### config.mk
export PLATFORM = sky130hd
export DESIGN_NAME = issrt_slave
export DESIGN_NICKNAME = d
export VERILOG_FILES = /design/src/core/issrt_pkg.sv /design/src/core/issrt_sync.sv /design/src/core/issrt_edge.sv /design/src/core/issrt_slave.sv
export SDC_FILE = /design/constraint.sdc
export NUM_CORES = 1
export LEC_CHECK = 0
export BUFFER_PORTS_ARGS = -buffer_cell sky130_fd_sc_hd__buf_2
export CAP_MARGIN = 20
export CORE_MARGIN = 10
export CORE_UTILIZATION = 45
export DETAILED_ROUTE_END_ITERATION = 6
export HOLD_SLACK_MARGIN = 0.05
export PLACE_DENSITY_LB_ADDON = 0.25
export SKIP_CTS_REPAIR_TIMING = 1
export SYNTH_ARGS = -nofsm -noshare
export SYNTH_HDL_FRONTEND = slang
export SYNTH_SLANG_ARGS = --single-unit
### constraint.sdc
create_clock -name clk_sys -period 2.6 [get_ports clk_sys]
set_clock_uncertainty 0.2 [all_clocks]
set_input_delay 0.13 -clock clk_sys [delete_from_list [all_inputs] [get_ports clk_sys]]
set_output_delay 0.13 -clock clk_sys [all_outputs]
set_load 0.03 [all_outputs]
### src/core/issrt_pkg.sv
// Shared constants and types of the two-wire slave receive/transmit path.
// Assumes the bus pins are sampled into the clk_sys domain before use.
// Behaviour
// - Matched address with direction zero: clear direction bit, buffer it, acknowledge.
// - Withhold address acknowledge while buffer full or receive overflow is set.
// - Raise the port interrupt flag per byte; only software clears it.
// - Receive stretch on, ninth fall of data byte, buffer full: clear release bit.
// - Buffer read before the ninth fall: release bit untouched, no stretch.
// - Matched read address: set direction bit, buffer it, acknowledge, hold clock.
// - Software write of transmit data also loads the transmit shift register.
// - Transmit eight bits, changing data on each falling clock edge.
// - Master acknowledges on the ninth clock; capture it at its rising edge.
// - Not-acknowledge after sent byte: end transfer, reset status, await Start.
// - In transmit, raise the interrupt flag at the ninth falling edge.
// - Transmit, ninth fall, buffer empty: clear release bit whatever stretch setting.
// - Buffer loaded before the ninth fall: no release bit clear, no stretch.
// - Ten-bit address with update flag: stretch, keep release bit, free on rewrite.
// - Set update flag after high address byte and after low write byte.
// - Buffer-full stretching applies to data bytes only, never address bytes.
// - Ten-bit read address: leave update flag clear, transmit, stretch as seven-bit.
// - Pull clock low only after the clock line was already sampled low.
// - Keep clock low until release bit set; then the wired line rises.
package issrt_pkg;

  localparam logic [4:0] TEN_BIT_PREFIX = 5'h1e;
  localparam logic [3:0] CNT_FIRST = 4'h0;
  localparam logic [3:0] CNT_LAST_DATA = 4'h8;
  localparam logic [3:0] CNT_NINTH = 4'h9;
  localparam logic CKP_RESET = 1'b1;
  localparam logic [7:0] BUF_RESET = 8'h00;
  localparam logic [7:0] SHIFT_RESET = 8'hff;

  typedef enum logic [2:0] {
    PH_IDLE, PH_ADDR1, PH_ADDR2, PH_RX, PH_TX, PH_IGNORE
  } issrt_phase_type;

  typedef struct packed {
    logic addr_wr;
    logic buf_wr;
    logic buf_rd;
    logic ckp_set;
    logic irq_clr;
    logic ov_clr;
  } issrt_cmd_type;

  typedef struct packed {
    logic rw_status;
    logic update_address_flag;
    logic buffer_full_flag;
    logic receive_overflow_flag;
    logic port_irq_flag;
    logic clock_release_bit;
  } issrt_status_type;

  typedef struct packed {
    logic out;
    logic oe;
  } issrt_od_type;

  typedef struct packed {
    issrt_phase_type phase;
    logic [3:0] cnt;
    logic [7:0] rx_shift;
    logic [7:0] tx_shift;
    logic [7:0] buf_q;
    logic ack_drive;
    logic ua_hold;
    logic hi_matched;
    logic was_data;
    logic nacked;
    logic scl_hold;
    logic sda_hold;
    issrt_status_type st;
  } issrt_state_type;

  localparam issrt_status_type STATUS_RESET = '{
    rw_status: 1'b0, update_address_flag: 1'b0, buffer_full_flag: 1'b0,
    receive_overflow_flag: 1'b0, port_irq_flag: 1'b0,
    clock_release_bit: CKP_RESET};

  localparam issrt_state_type STATE_RESET = '{
    phase: PH_IDLE, cnt: CNT_FIRST, rx_shift: BUF_RESET,
    tx_shift: SHIFT_RESET, buf_q: BUF_RESET, ack_drive: 1'b0,
    ua_hold: 1'b0, hi_matched: 1'b0, was_data: 1'b0, nacked: 1'b0,
    scl_hold: 1'b0, sda_hold: 1'b0, st: STATUS_RESET};

endpackage

### src/core/issrt_sync.sv
// Two-flop synchroniser for levels that come from outside clk_sys.
// Assumes the inputs are quasi-static against the system clock.
`timescale 1ns/1ps
module issrt_sync #(
  parameter int WIDTH = 2
) (
  input wire logic clk_sys,
  input wire logic sys_rst,
  input wire logic clk_en,
  input wire logic [WIDTH-1:0] async_in,
  output logic [WIDTH-1:0] sync_out
);

  typedef struct packed {
    logic [WIDTH-1:0] meta;
    logic [WIDTH-1:0] stable;
  } issrt_sync_state_type;

  issrt_sync_state_type s_reg;
  issrt_sync_state_type s_next;

  // Idle bus lines are high, so reset to ones.
  always_comb begin
    s_next.meta = async_in;
    s_next.stable = s_reg.meta;
  end

  always_ff @(posedge clk_sys) begin
    if (sys_rst) begin
      s_reg <= '1;
    end else if (clk_en) begin
      s_reg <= s_next;
    end
  end

  assign sync_out = s_reg.stable;

endmodule

### src/core/issrt_edge.sv
// Edge and Start/Stop detector on the synchronised clock and data lines.
// Assumes both inputs already come from flip-flops on clk_sys.
`timescale 1ns/1ps
module issrt_edge (
  input wire logic clk_sys,
  input wire logic sys_rst,
  input wire logic clk_en,
  input wire logic scl_s,
  input wire logic sda_s,
  output logic scl_rise,
  output logic scl_fall,
  output logic start_seen,
  output logic stop_seen
);

  typedef struct packed {
    logic scl_d;
    logic sda_d;
  } issrt_edge_state_type;

  issrt_edge_state_type s_reg;
  issrt_edge_state_type s_next;

  always_comb begin
    s_next.scl_d = scl_s;
    s_next.sda_d = sda_s;
  end

  always_ff @(posedge clk_sys) begin
    if (sys_rst) begin
      s_reg <= '1;
    end else if (clk_en) begin
      s_reg <= s_next;
    end
  end

  assign scl_rise = !s_reg.scl_d && scl_s;
  assign scl_fall = s_reg.scl_d && !scl_s;
  // Data moving while the clock stays high marks Start or Stop.
  assign start_seen = s_reg.scl_d && scl_s && s_reg.sda_d && !sda_s;
  assign stop_seen = s_reg.scl_d && scl_s && !s_reg.sda_d && sda_s;

endmodule

### src/core/issrt_slave.sv
// Slave data path of a two-wire port: address, receive, transmit, stretch.
// Assumes software drives sw_cmd as one-cycle pulses on clk_sys and that
// the pins reach this block through open-drain pads with pull-ups.
`timescale 1ns/1ps
module issrt_slave
  import issrt_pkg::*;
(
  input wire logic clk_sys,
  input wire logic sys_rst,
  input wire logic clk_en,
  input wire logic scl_pin,
  input wire logic sda_pin,
  output issrt_od_type scl_drive,
  output issrt_od_type sda_drive,
  input wire logic ten_bit_mode,
  input wire logic receive_stretch_enable,
  input wire logic [7:0] own_address_register,
  input wire logic [7:0] transfer_wdata,
  input wire issrt_cmd_type sw_cmd,
  output logic [7:0] transfer_buffer,
  output issrt_status_type port_status_register
);

  issrt_state_type s_reg;
  issrt_state_type s_next;

  logic [1:0] pins_s;
  logic scl_s;
  logic sda_s;
  logic scl_rise;
  logic scl_fall;
  logic start_seen;
  logic stop_seen;
  logic live;
  logic byte_end;
  logic ninth_end;
  logic match7;
  logic prefix_ok;
  logic addr_ok;
  logic full;
  logic hold_req;

  issrt_sync #(
    .WIDTH(2)
  ) u_sync (
    .clk_sys(clk_sys),
    .sys_rst(sys_rst),
    .clk_en(clk_en),
    .async_in({scl_pin, sda_pin}),
    .sync_out(pins_s)
  );

  assign scl_s = pins_s[1];
  assign sda_s = pins_s[0];

  issrt_edge u_edge (
    .clk_sys(clk_sys),
    .sys_rst(sys_rst),
    .clk_en(clk_en),
    .scl_s(scl_s),
    .sda_s(sda_s),
    .scl_rise(scl_rise),
    .scl_fall(scl_fall),
    .start_seen(start_seen),
    .stop_seen(stop_seen)
  );

  assign live = s_reg.phase != PH_IDLE && s_reg.phase != PH_IGNORE;
  assign byte_end = clk_en && live && scl_fall && !start_seen &&
    s_reg.cnt == CNT_LAST_DATA;
  assign ninth_end = clk_en && live && scl_fall && s_reg.cnt == CNT_NINTH;
  assign match7 = s_reg.rx_shift[7:1] == own_address_register[7:1];
  assign prefix_ok = s_reg.rx_shift[7:3] == TEN_BIT_PREFIX;
  // A ten-bit read address only counts after the full address matched.
  assign addr_ok = match7 && (!ten_bit_mode || prefix_ok) &&
    (!s_reg.rx_shift[0] || !ten_bit_mode || s_reg.hi_matched);
  assign full = s_reg.st.buffer_full_flag || s_reg.st.receive_overflow_flag;

  always_comb begin
    s_next = s_reg;
    hold_req = 1'b0;
    // Software side effects except ckp_set come first so that bus events override them.
    if (sw_cmd.addr_wr) begin
      s_next.st.update_address_flag = 1'b0;
      s_next.ua_hold = 1'b0;
    end
    if (sw_cmd.buf_rd) begin
      s_next.st.buffer_full_flag = 1'b0;
    end
    if (sw_cmd.buf_wr) begin
      s_next.buf_q = transfer_wdata;
      s_next.tx_shift = transfer_wdata;
      s_next.st.buffer_full_flag = 1'b1;
    end
    if (sw_cmd.irq_clr) begin
      s_next.st.port_irq_flag = 1'b0;
    end
    if (sw_cmd.ov_clr) begin
      s_next.st.receive_overflow_flag = 1'b0;
    end
    if (stop_seen) begin
      s_next.phase = PH_IDLE;
      s_next.hi_matched = 1'b0;
      s_next.ack_drive = 1'b0;
      s_next.nacked = 1'b0;
    end else if (start_seen) begin
      s_next.phase = PH_ADDR1;
      s_next.cnt = CNT_FIRST;
      s_next.ack_drive = 1'b0;
      s_next.nacked = 1'b0;
    end else if (live && scl_rise) begin
      if (s_reg.cnt < CNT_LAST_DATA) begin
        s_next.rx_shift = {s_reg.rx_shift[6:0], sda_s};
        s_next.cnt = s_reg.cnt + 4'h1;
      end else if (s_reg.cnt == CNT_LAST_DATA) begin
        s_next.cnt = CNT_NINTH;
        // The master's answer is taken on the ninth rising edge.
        if (s_reg.phase == PH_TX && sda_s) begin
          s_next.nacked = 1'b1;
          s_next.st.rw_status = 1'b0;
          s_next.st.update_address_flag = 1'b0;
          s_next.st.buffer_full_flag = 1'b0;
          s_next.hi_matched = 1'b0;
        end
      end
    end else if (byte_end) begin
      s_next.was_data = 1'b0;
      case (s_reg.phase)
        PH_ADDR1: begin
          if (addr_ok && !full) begin
            s_next.buf_q = s_reg.rx_shift;
            s_next.ack_drive = 1'b1;
            s_next.st.rw_status = s_reg.rx_shift[0];
            if (s_reg.rx_shift[0]) begin
              s_next.phase = PH_TX;
            end else begin
              s_next.st.buffer_full_flag = 1'b1;
              if (ten_bit_mode) begin
                s_next.st.update_address_flag = 1'b1;
                s_next.phase = PH_ADDR2;
              end else begin
                s_next.phase = PH_RX;
              end
            end
          end else begin
            s_next.phase = PH_IGNORE;
          end
        end
        PH_ADDR2: begin
          if (s_reg.rx_shift == own_address_register && !full) begin
            s_next.buf_q = s_reg.rx_shift;
            s_next.ack_drive = 1'b1;
            s_next.st.buffer_full_flag = 1'b1;
            s_next.st.update_address_flag = 1'b1;
            s_next.hi_matched = 1'b1;
            s_next.phase = PH_RX;
          end else begin
            s_next.phase = PH_IGNORE;
          end
        end
        PH_RX: begin
          s_next.was_data = 1'b1;
          if (full) begin
            if (s_reg.st.buffer_full_flag) begin
              s_next.st.receive_overflow_flag = 1'b1;
            end
          end else begin
            s_next.buf_q = s_reg.rx_shift;
            s_next.ack_drive = 1'b1;
            s_next.st.buffer_full_flag = 1'b1;
          end
        end
        PH_TX: begin
          s_next.was_data = 1'b1;
          // A buffer write in the same cycle keeps its full flag.
          if (!sw_cmd.buf_wr) begin
            s_next.st.buffer_full_flag = 1'b0;
          end
        end
        default: begin
          s_next.phase = PH_IGNORE;
        end
      endcase
    end else if (ninth_end) begin
      s_next.cnt = CNT_FIRST;
      s_next.ack_drive = 1'b0;
      s_next.st.port_irq_flag = 1'b1;
      if (s_reg.nacked) begin
        s_next.phase = PH_IGNORE;
        s_next.nacked = 1'b0;
      end else if (s_reg.phase == PH_TX) begin
        if (!s_next.st.buffer_full_flag) begin
          s_next.st.clock_release_bit = 1'b0;
        end
      end else if (s_reg.was_data) begin
        if (receive_stretch_enable && s_next.st.buffer_full_flag) begin
          s_next.st.clock_release_bit = 1'b0;
        end
      end else if (s_next.st.update_address_flag) begin
        s_next.ua_hold = 1'b1;
      end
    end else if (live && scl_fall && s_reg.phase == PH_TX &&
        s_reg.cnt != CNT_FIRST) begin
      s_next.tx_shift = {s_reg.tx_shift[6:0], 1'b1};
    end
    if (sw_cmd.ckp_set) begin
      s_next.st.clock_release_bit = 1'b1;
    end
    hold_req = !s_next.st.clock_release_bit || s_next.ua_hold;
    // The hold starts only once the master has pulled the line low.
    s_next.scl_hold = hold_req && (s_reg.scl_hold || !scl_s);
    // The last bit stays out until the eighth falling edge.
    s_next.sda_hold = s_next.ack_drive ||
      (s_next.phase == PH_TX && !s_next.nacked && !s_next.tx_shift[7] &&
      (s_next.cnt < CNT_LAST_DATA ||
      (s_next.cnt == CNT_LAST_DATA && scl_s)));
  end

  always_ff @(posedge clk_sys) begin
    if (sys_rst) begin
      s_reg <= STATE_RESET;
    end else if (clk_en) begin
      s_reg <= s_next;
    end
  end

  // Pads only ever pull low; the pull-up makes the high level.
  assign scl_drive.out = 1'b0;
  assign scl_drive.oe = s_reg.scl_hold;
  assign sda_drive.out = 1'b0;
  assign sda_drive.oe = s_reg.sda_hold;
  assign transfer_buffer = s_reg.buf_q;
  assign port_status_register = s_reg.st;
endmodule

== Word-level counts from Yosys, hierarchy flattened ==
Cells that the tools add are included.
W data, S select, Z words.

* Logic and storage cells: 199
* Bits in registers: 50
* Input port bits: 29

* Reduce and logical (&&, ||, !) cells: 60
* Order comparisons: 2
* Muxes and demuxes: 92
* $add $sub $neg: 1
* Bitwise gates (word level): 3
* Equality and inequality tests: 19

{| class="wikitable"
|+ Operators by type and width
! operator !! number
|-
| $mux W8 || 6
|-
| $mux W1 || 46
|-
| $mux W3 || 14
|-
| $logic_and A1 B1 Y1 || 28
|-
| $mux W28 || 1
|-
| $mux W9 || 3
|-
| $pmux W9 S3 || 1
|-
| $mux W24 || 1
|-
| $mux W4 || 5
|-
| $mux W18 || 1
|-
| $mux W16 || 1
|-
| $mux W7 || 2
|-
| $eq A4 B4 Y1 const B || 3
|-
| $mux W2 || 6
|-
| $reduce_bool A3 Y1 || 4
|-
| $logic_not A1 Y1 || 11
|-
| $mux W5 || 2
|-
| $reduce_and A5 Y1 || 2
|-
| $pmux W3 S3 || 1
|-
| $reduce_and A9 Y1 || 1
|-
| $eq A8 B8 Y1 || 1
|-
| $logic_or A1 B1 Y1 || 8
|-
| $lt A4 B4 Y1 const B || 2
|-
| $reduce_and A8 Y1 || 1
|-
| other kinds (16) || 26
|}

== Logic depth before layout (Yosys ltp) ==
Gate-level depths: netlist of the first run.

* Depth after elaboration: 16
* Mapped depth: 9
* Depth with buffers taken out: 8

== Cells and area by module ==
A second synthesis of the first run with hierarchy kept.

* Cell total of the unflattened synthesis: 394
* Area, all modules: 3,108.0 um^2

{| class="wikitable"
|+ Modules (own cells, without submodules)
! module !! cells an instance !! area an instance (um^2) !! times used
|-
| issrt_slave || 371 || 2,861.5 || 1
|-
| issrt_sync || 12 || 140.1 || 1
|-
| issrt_edge || 11 || 106.4 || 1
|}

== Least setup slack after synthesis of the first run ==
Ideal clock, no wire load.

* Path kind: reg2reg
* Start point: reg s_reg[41] (netlist name)
* End point: reg s_reg (netlist bit sda_drive[0])
* Path buffers: 2
* Clock period less this slack: 2.331 ns
* Cell stages (with the launch flop): 8
* Data required time: 2.304 ns
* Arrival: 2.035 ns
* Path slack: 0.269 ns
* Path through: dfxtp_1 -> buf_6 -> or3b_1 -> buf_2 -> a2111oi_4 -> mux2i_1 -> nand4_1 -> o41ai_2

* Word-level cells in the longest chain between the ends: 15

{| class="wikitable"
|+ RTL lines
! item !! line !! text
|-
| start: declaration || issrt_slave.sv:24 || <nowiki>issrt_state_type s_reg;</nowiki>
|-
| start signal: assignment || issrt_slave.sv:223 || <nowiki>s_reg <= s_next;</nowiki>
|-
| parallel branches: the longest is 14 deep, another holds $lt A4 B4 Y1 || n/a ||
|-
| $logic_or A1 B1 Y1 * || issrt_slave.sv:213 || <nowiki>s_next.sda_hold = s_next.ack_drive ||</nowiki>
|}

Every way passes the cells marked *.
A chain may end at the register's enable or synchronous reset.

== Final worst setup path of the first run ==
Ends and elaborated chain as after synthesis.

==> impl_metrics.json, run 1 <==
{
  "outcome": "completed",
  "p_leak_uw": 0.00144,
  "grt-ovfl-total": 0,
  "ys_seq_area_share_pct": 31.0,
  "syn_area_um2": 3230,
  "cts-root-buf": "clkbuf_8",
  "via_per_inst": 5.79,
  "initialDrtViolationCount": 312,
  "cp_max_fo": 9,
  "async_flop_share_pct": 0,
  "die-area_um2": 11000,
  "crit_path_end_kind": "register",
  "route.detailed.drc": 0,
  "gp_congestion": 0.966,
  "netlist_top_cells_area": "dfxtp_1, nor2_1, mux2i_1",
  "floorplan.initialDensity_pct": 47.0,
  "final_common_cell": "dfxtp_1",
  "seq_power_share_pct": 53.5,
  "drive_above_1_share_pct": 19.5,
  "worst_pin_slew_ps": 763,
  "syn_to_final_growth_pct": 12.6,
  "power_density_nw_per_um2": 420,
  "drtPass1Iterations": 5,
  "clock_sinks": 50,
  "fin_crit_sh_pct": 93.3,
  "r2r_setup_slack_ps": 170,
  "path_class": "reg2reg",
  "hold_slack_ps": 20.3,
  "swShare_pct": 29.0,
  "nets": 474,
  "clockPowerShare_pct": 28.5,
  "min_period_ps": 2430,
  "internal-power_uw": 1080,
  "ios": 47,
  "wirelength_mm": 9.07,
  "htree_levels": 2,
  "worstSkewPairLatency_ps": 300,
  "p_switching_uw": 444,
  "yosysWarnings": 0,
  "syn_area_per_cell_um2": 7.94,
  "layout_common_cells": "dfxtp_1, nor2_1, buf_2",
  "total_power_uw": 1530,
  "grt_max_degree": 40,
  "postRouteAntennaNets": 0,
  "cts_tree": "yes",
  "antenna_found_initial": 0,
  "core_um2": 6870,
  "diodes": 0,
  "synthCells": 407,
  "ir_drop_uv": 219,
  "synth-seq-cells": 50,
  "comb_power_share_pct": 18.0,
  "rsz0062_at_grt": "no",
  "synth_top_flop_cell": "dfxtp_1",
  "worstPathArrival_ps": 2430,
  "num_rows": 30,
  "dp_hpwl_mm": 6.64,
  "drv_cap": 0,
  "cp_data_required_time_ps": 2600,
  "maxSlewViolCount": 0,
  "synth_top_area_share_pct": 31.0,
  "wire_per_inst_um": 16.8,
  "track_usage_pct": 15.5,
  "grt_pass1_vias": 2926,
  "hold_viol": 0,
  "setup_viol": 0,
  "io_buffers": 44,
  "worst_slack_ps": 174,
  "cp-start-kind": "register",
  "cts_buffer_depth": 2,
  "relSlewSlack_pct": 49.2,
  "hold_path.class": "in2reg",
  "die_height_um": 105,
  "die_w_um": 105,
  "yosysUniqueCellTypes": 63,
  "largest_register_ffs": 28,
  "clk_transition_reported_paths_ps": 90,
  "fin_setup_tns_ps": 0,
  "vias": 3114,
  "fmax_ghz": 0.412,
  "post-synth-top-area-cell": "dfxtp_1",
  "grt_first_pass_wirelength_mm": 14.5,
  "dp_slack_ps": 113,
  "cts_buffers": 5,
  "synth-edff-count": 0
}
==> worst max-delay path, cell delays in order, from the launching register on <==
cell and delay [ps]:
dfxtp_1 550, xor2_1 330, o21ai_0 300, o21ai_0 320
a31oi_1 120, o31a_1 290, o41ai_2 210
==> Yosys cell counts (all sizes together) (6+ instances only) <==
| cell type | number |
|---|---|
| clkbuf | 18 |
| nand3 | 6 |
| nand2b | 10 |
| buf | 29 |
| o211ai | 6 |
| nand2 | 34 |
| dfxtp | 50 |
| nand4 | 6 |
| o21ai | 26 |
| a221oi | 8 |
| a21oi | 29 |
| mux2i | 17 |
| nor3 | 7 |
| nor2 | 48 |
| xor2 | 6 |
| o32ai | 8 |
| inv | 20 |
| o21a | 10 |
==> through the flow <==
| step | instance area (um^2) | std cells | util, % |
|---|---|---|---|
| 2_1_floorplan | 3230 | 408 | - |
| 3_3_place_gp | 3460 | 521 | 50.3 |
| 3_5_place_dp | 3460 | 521 | 50.3 |
| 4_1_cts | 3540 | 528 | 51.5 |
| 5_1_grt | 3640 | 538 | 53.0 |
| 6_report | 3640 | 538 | 53.0 |
==> kinds of logic (layout without fill, tap and decap cells) <==
| kind of cell | after synthesis | after routing | synth area share [%] |
|---|---|---|---|
| fa+ha+maj | 3 | 3 | 1.16 |
| xor+xnor | 11 | 11 | 2.98 |
| simple gates | 134 | 134 | 20.8 |
| buf+inv | 67 | 101 | 10.7 |
| other cells | 1 | 2 | 0.116 |
| mux | 18 | 18 | 5.62 |
| flops | 50 | 50 | 31.0 |
| compound gates | 123 | 123 | 27.7 |
==> cell type report <==
| cell class | instances | area [um^2] |
|---|---|---|
| repair buffers | 74 | 465 |
| fillers | 675 | 3230 |
| clock buffers | 6 | 72.6 |
| clock inverters | 1 | 7.51 |
| well taps | 96 | 120 |
| flip-flops and latches | 50 | 1000 |
| inverters | 20 | 75.1 |
| multi-input cells | 291 | 1890 |
==> power by group through the flow <==
stage	Combinational [uW]	Sequential [uW]	Clock, uW
3_3_place_gp	261	834	0
5_1_grt	303	821	474
6_report	276	818	436
4_1_cts	264	817	456
3_5_place_dp	263	835	0
2_1_floorplan	209	824	0
==> per-layer routing <==
| layer | track usage [%] | routed length, um | vias to the layer above |
|---|---|---|---|
| li1 | - | - | 1526 |
| met1 | 21.3 | 4240 | 1448 |
| met2 | 23.2 | 3950 | 132 |
| met3 | 3.93 | 756 | 8 |
| met4 | 4.80 | 117 | 0 |
| met5 | 0 | 0 | - |
==> path summary, 6_finish.rpt <==
path,to,start,depth (start not counted)
max,sda_drive[0],s_reg[41],6
min,port_status_register[3],sw_cmd[3],4
max reg2reg,sda_drive[0],s_reg[41],6
min reg2reg,u_sync.s_next[1],u_sync.s_next[1],2
Power figures use the tool's default switching activity.
==> inputs of run 2 (changes only) <==
--- a/config.mk
+++ b/config.mk
@@ -8,8 +8,9 @@
 export BUFFER_PORTS_ARGS = -buffer_cell sky130_fd_sc_hd__buf_2
 export CAP_MARGIN = 20
 export CORE_MARGIN = 10
-export CORE_UTILIZATION = 45
+export CORE_UTILIZATION = 35
 export DETAILED_ROUTE_END_ITERATION = 6
+export GPL_TIMING_DRIVEN = 0
 export HOLD_SLACK_MARGIN = 0.05
 export PLACE_DENSITY_LB_ADDON = 0.25
 export SKIP_CTS_REPAIR_TIMING = 1
==> run 2 against run 1 <==
Setup slack got worse by 67 ps. Via count rose by 7.7%. Combinational power rose by 16%.
==> impl_metrics.json, run 2 (synthesized netlist as in run 1, its figures left out) <==
{
  "drtPass1Iterations": 5,
  "clk_transition_reported_paths_ps": 110,
  "die_height_um": 116,
  "rsz0062_at_grt": "no",
  "seq_power_share_pct": 49.2,
  "cp_max_fo": 7,
  "gp_congestion": 0.897,
  "fmax_ghz": 0.401,
  "comb_power_share_pct": 19.3,
  "wirelength_mm": 10.7,
  "cp_data_required_time_ps": 2620,
  "path_class": "reg2reg",
  "core_um2": 8850,
  "diodes": 0,
  "io_buffers": 43,
  "grt_max_degree": 16,
  "hold_path.class": "in2reg",
  "die-area_um2": 13500,
  "worst_slack_ps": 107,
  "htree_levels": 2,
  "die_w_um": 116,
  "syn_to_final_growth_pct": 21.7,
  "grt_pass1_vias": 3022,
  "cts_tree": "yes",
  "setup_viol": 0,
  "largest_register_ffs": 28,
  "path_delay_family": "compound AO/OA/AOI/OAI gates",
  "crit_path_end_kind": "register",
  "power_density_nw_per_um2": 420,
  "postRouteAntennaNets": 0,
  "maxSlewViolCount": 0,
  "swShare_pct": 30.9,
  "drive_above_1_share_pct": 22.6,
  "hold_viol": 0,
  "final_common_cell": "buf_2",
  "cpPeakStageDelay_ps": 470,
  "p_leak_uw": 0.00159,
  "dpl_cell_area_um2": 3580,
  "design_area_um2": 3930,
  "path_buf_inv": 2,
  "grt-ovfl-total": 0,
  "relSlewSlack_pct": 53.0,
  "ios": 47,
  "track_usage_pct": 15.0,
  "antenna_found_initial": 0,
  "worstSkewPairLatency_ps": 320,
  "clockPowerShare_pct": 31.5,
  "nets": 513,
  "num_rows": 34,
  "path_cells": "inv_1 > ha_1 > nor2b_1 > a2111oi_4 > buf_4 > mux2i_1 > nand4_1 > o41ai_2",
  "cts_buffers": 5,
  "fin_crit_sh_pct": 95.9,
  "cts_buffer_depth": 2,
  "layout_common_cells": "buf_2, dfxtp_1, nor2_1",
  "route.detailed.drc": 0,
  "via_per_inst": 5.69,
  "initialDrtViolationCount": 275,
  "ir_drop_uv": 220,
  "cp-start-kind": "register",
  "clock_sinks": 50,
  "slowest_stage": "dfxtp_1",
  "outcome": "completed",
  "worstPathArrival_ps": 2510,
  "dp_hpwl_mm": 7.70,
  "grt_first_pass_wirelength_mm": 16.1,
  "floorplan.initialDensity_pct": 36.5,
  "p_switching_uw": 511,
  "worst_pin_slew_ps": 697,
  "vias": 3355,
  "dp_slack_ps": -271,
  "min_period_ps": 2490,
  "drv_cap": 0,
  "internal-power_uw": 1140,
  "cts-root-buf": "clkbuf_8",
  "wire_per_inst_um": 18.1
}
[run 2: changes by cell type in the layout (fill, tap and decap cells not counted), sizes merged]
cell	change
clkinvlp	-1
buf	+18
dlygate4sd3	+4
inv	+1
clkbuf	+18
[run 2: worst min-delay path: cells and delay by family]
kind	cells	cell delay, ps
AOI/OAI and AO/OA	2	210
buffers and inverters	1	80
and+or+nand+nor	1	80
[run 2: path summary, 6_finish.rpt]
check | depth (start not counted) | start | slack [ps] | end
worst max-delay path | 8 | s_reg[37] | 110 | sda_drive[0]
worst min-delay path | 4 | transfer_wdata[1] | 10 | transfer_buffer[1]
worst max register to register | 8 | s_reg[37] | 110 | sda_drive[0]
worst min register to register | 2 | u_sync.s_next[0] | 280 | u_sync.s_next[0]
[run 2: stage by stage]
stage	util (%)	setup TNS [ps]	std cells	total power (uW)	hold slack, ps
after floorplan	-	0	408	1030	58.4
after global placement	40.5	-1380	559	1120	147
after detailed placement	40.5	-1920	559	1120	149
after CTS	41.6	-1970	567	1630	-177
after global routing	44.4	0	590	1720	70.1
final	44.4	0	590	1650	12.1
[run 2: power by group through the flow]
stage          registers, uW  clock network, uW  logic [uW]
2_1_floorplan            824                  0         209
3_3_place_gp             829                  0         292
3_5_place_dp             829                  0         295
4_1_cts                  812                522         297
5_1_grt                  816                557         345
6_report                 813                520         319
[run 2: area by class of cell]
type | count | area (um^2)
clock inverters | 1 | 8.76
inverters | 20 | 75.1
well taps | 108 | 135
plain buffers | 46 | 267
clock buffers | 7 | 86.3
fillers | 917 | 4920
repair buffers | 67 | 425
multi-input cells | 291 | 1930
flip-flops and latches | 50 | 1000
[run 2: layer usage]
layer | track usage (%) | up-vias | routed length, um
met5 | 0 | - | 0
met4 | 4.92 | 0 | 248
met3 | 4.34 | 18 | 944
met1 | 19.2 | 1573 | 4690
met2 | 23.5 | 159 | 4780
li1 | - | 1605 | -
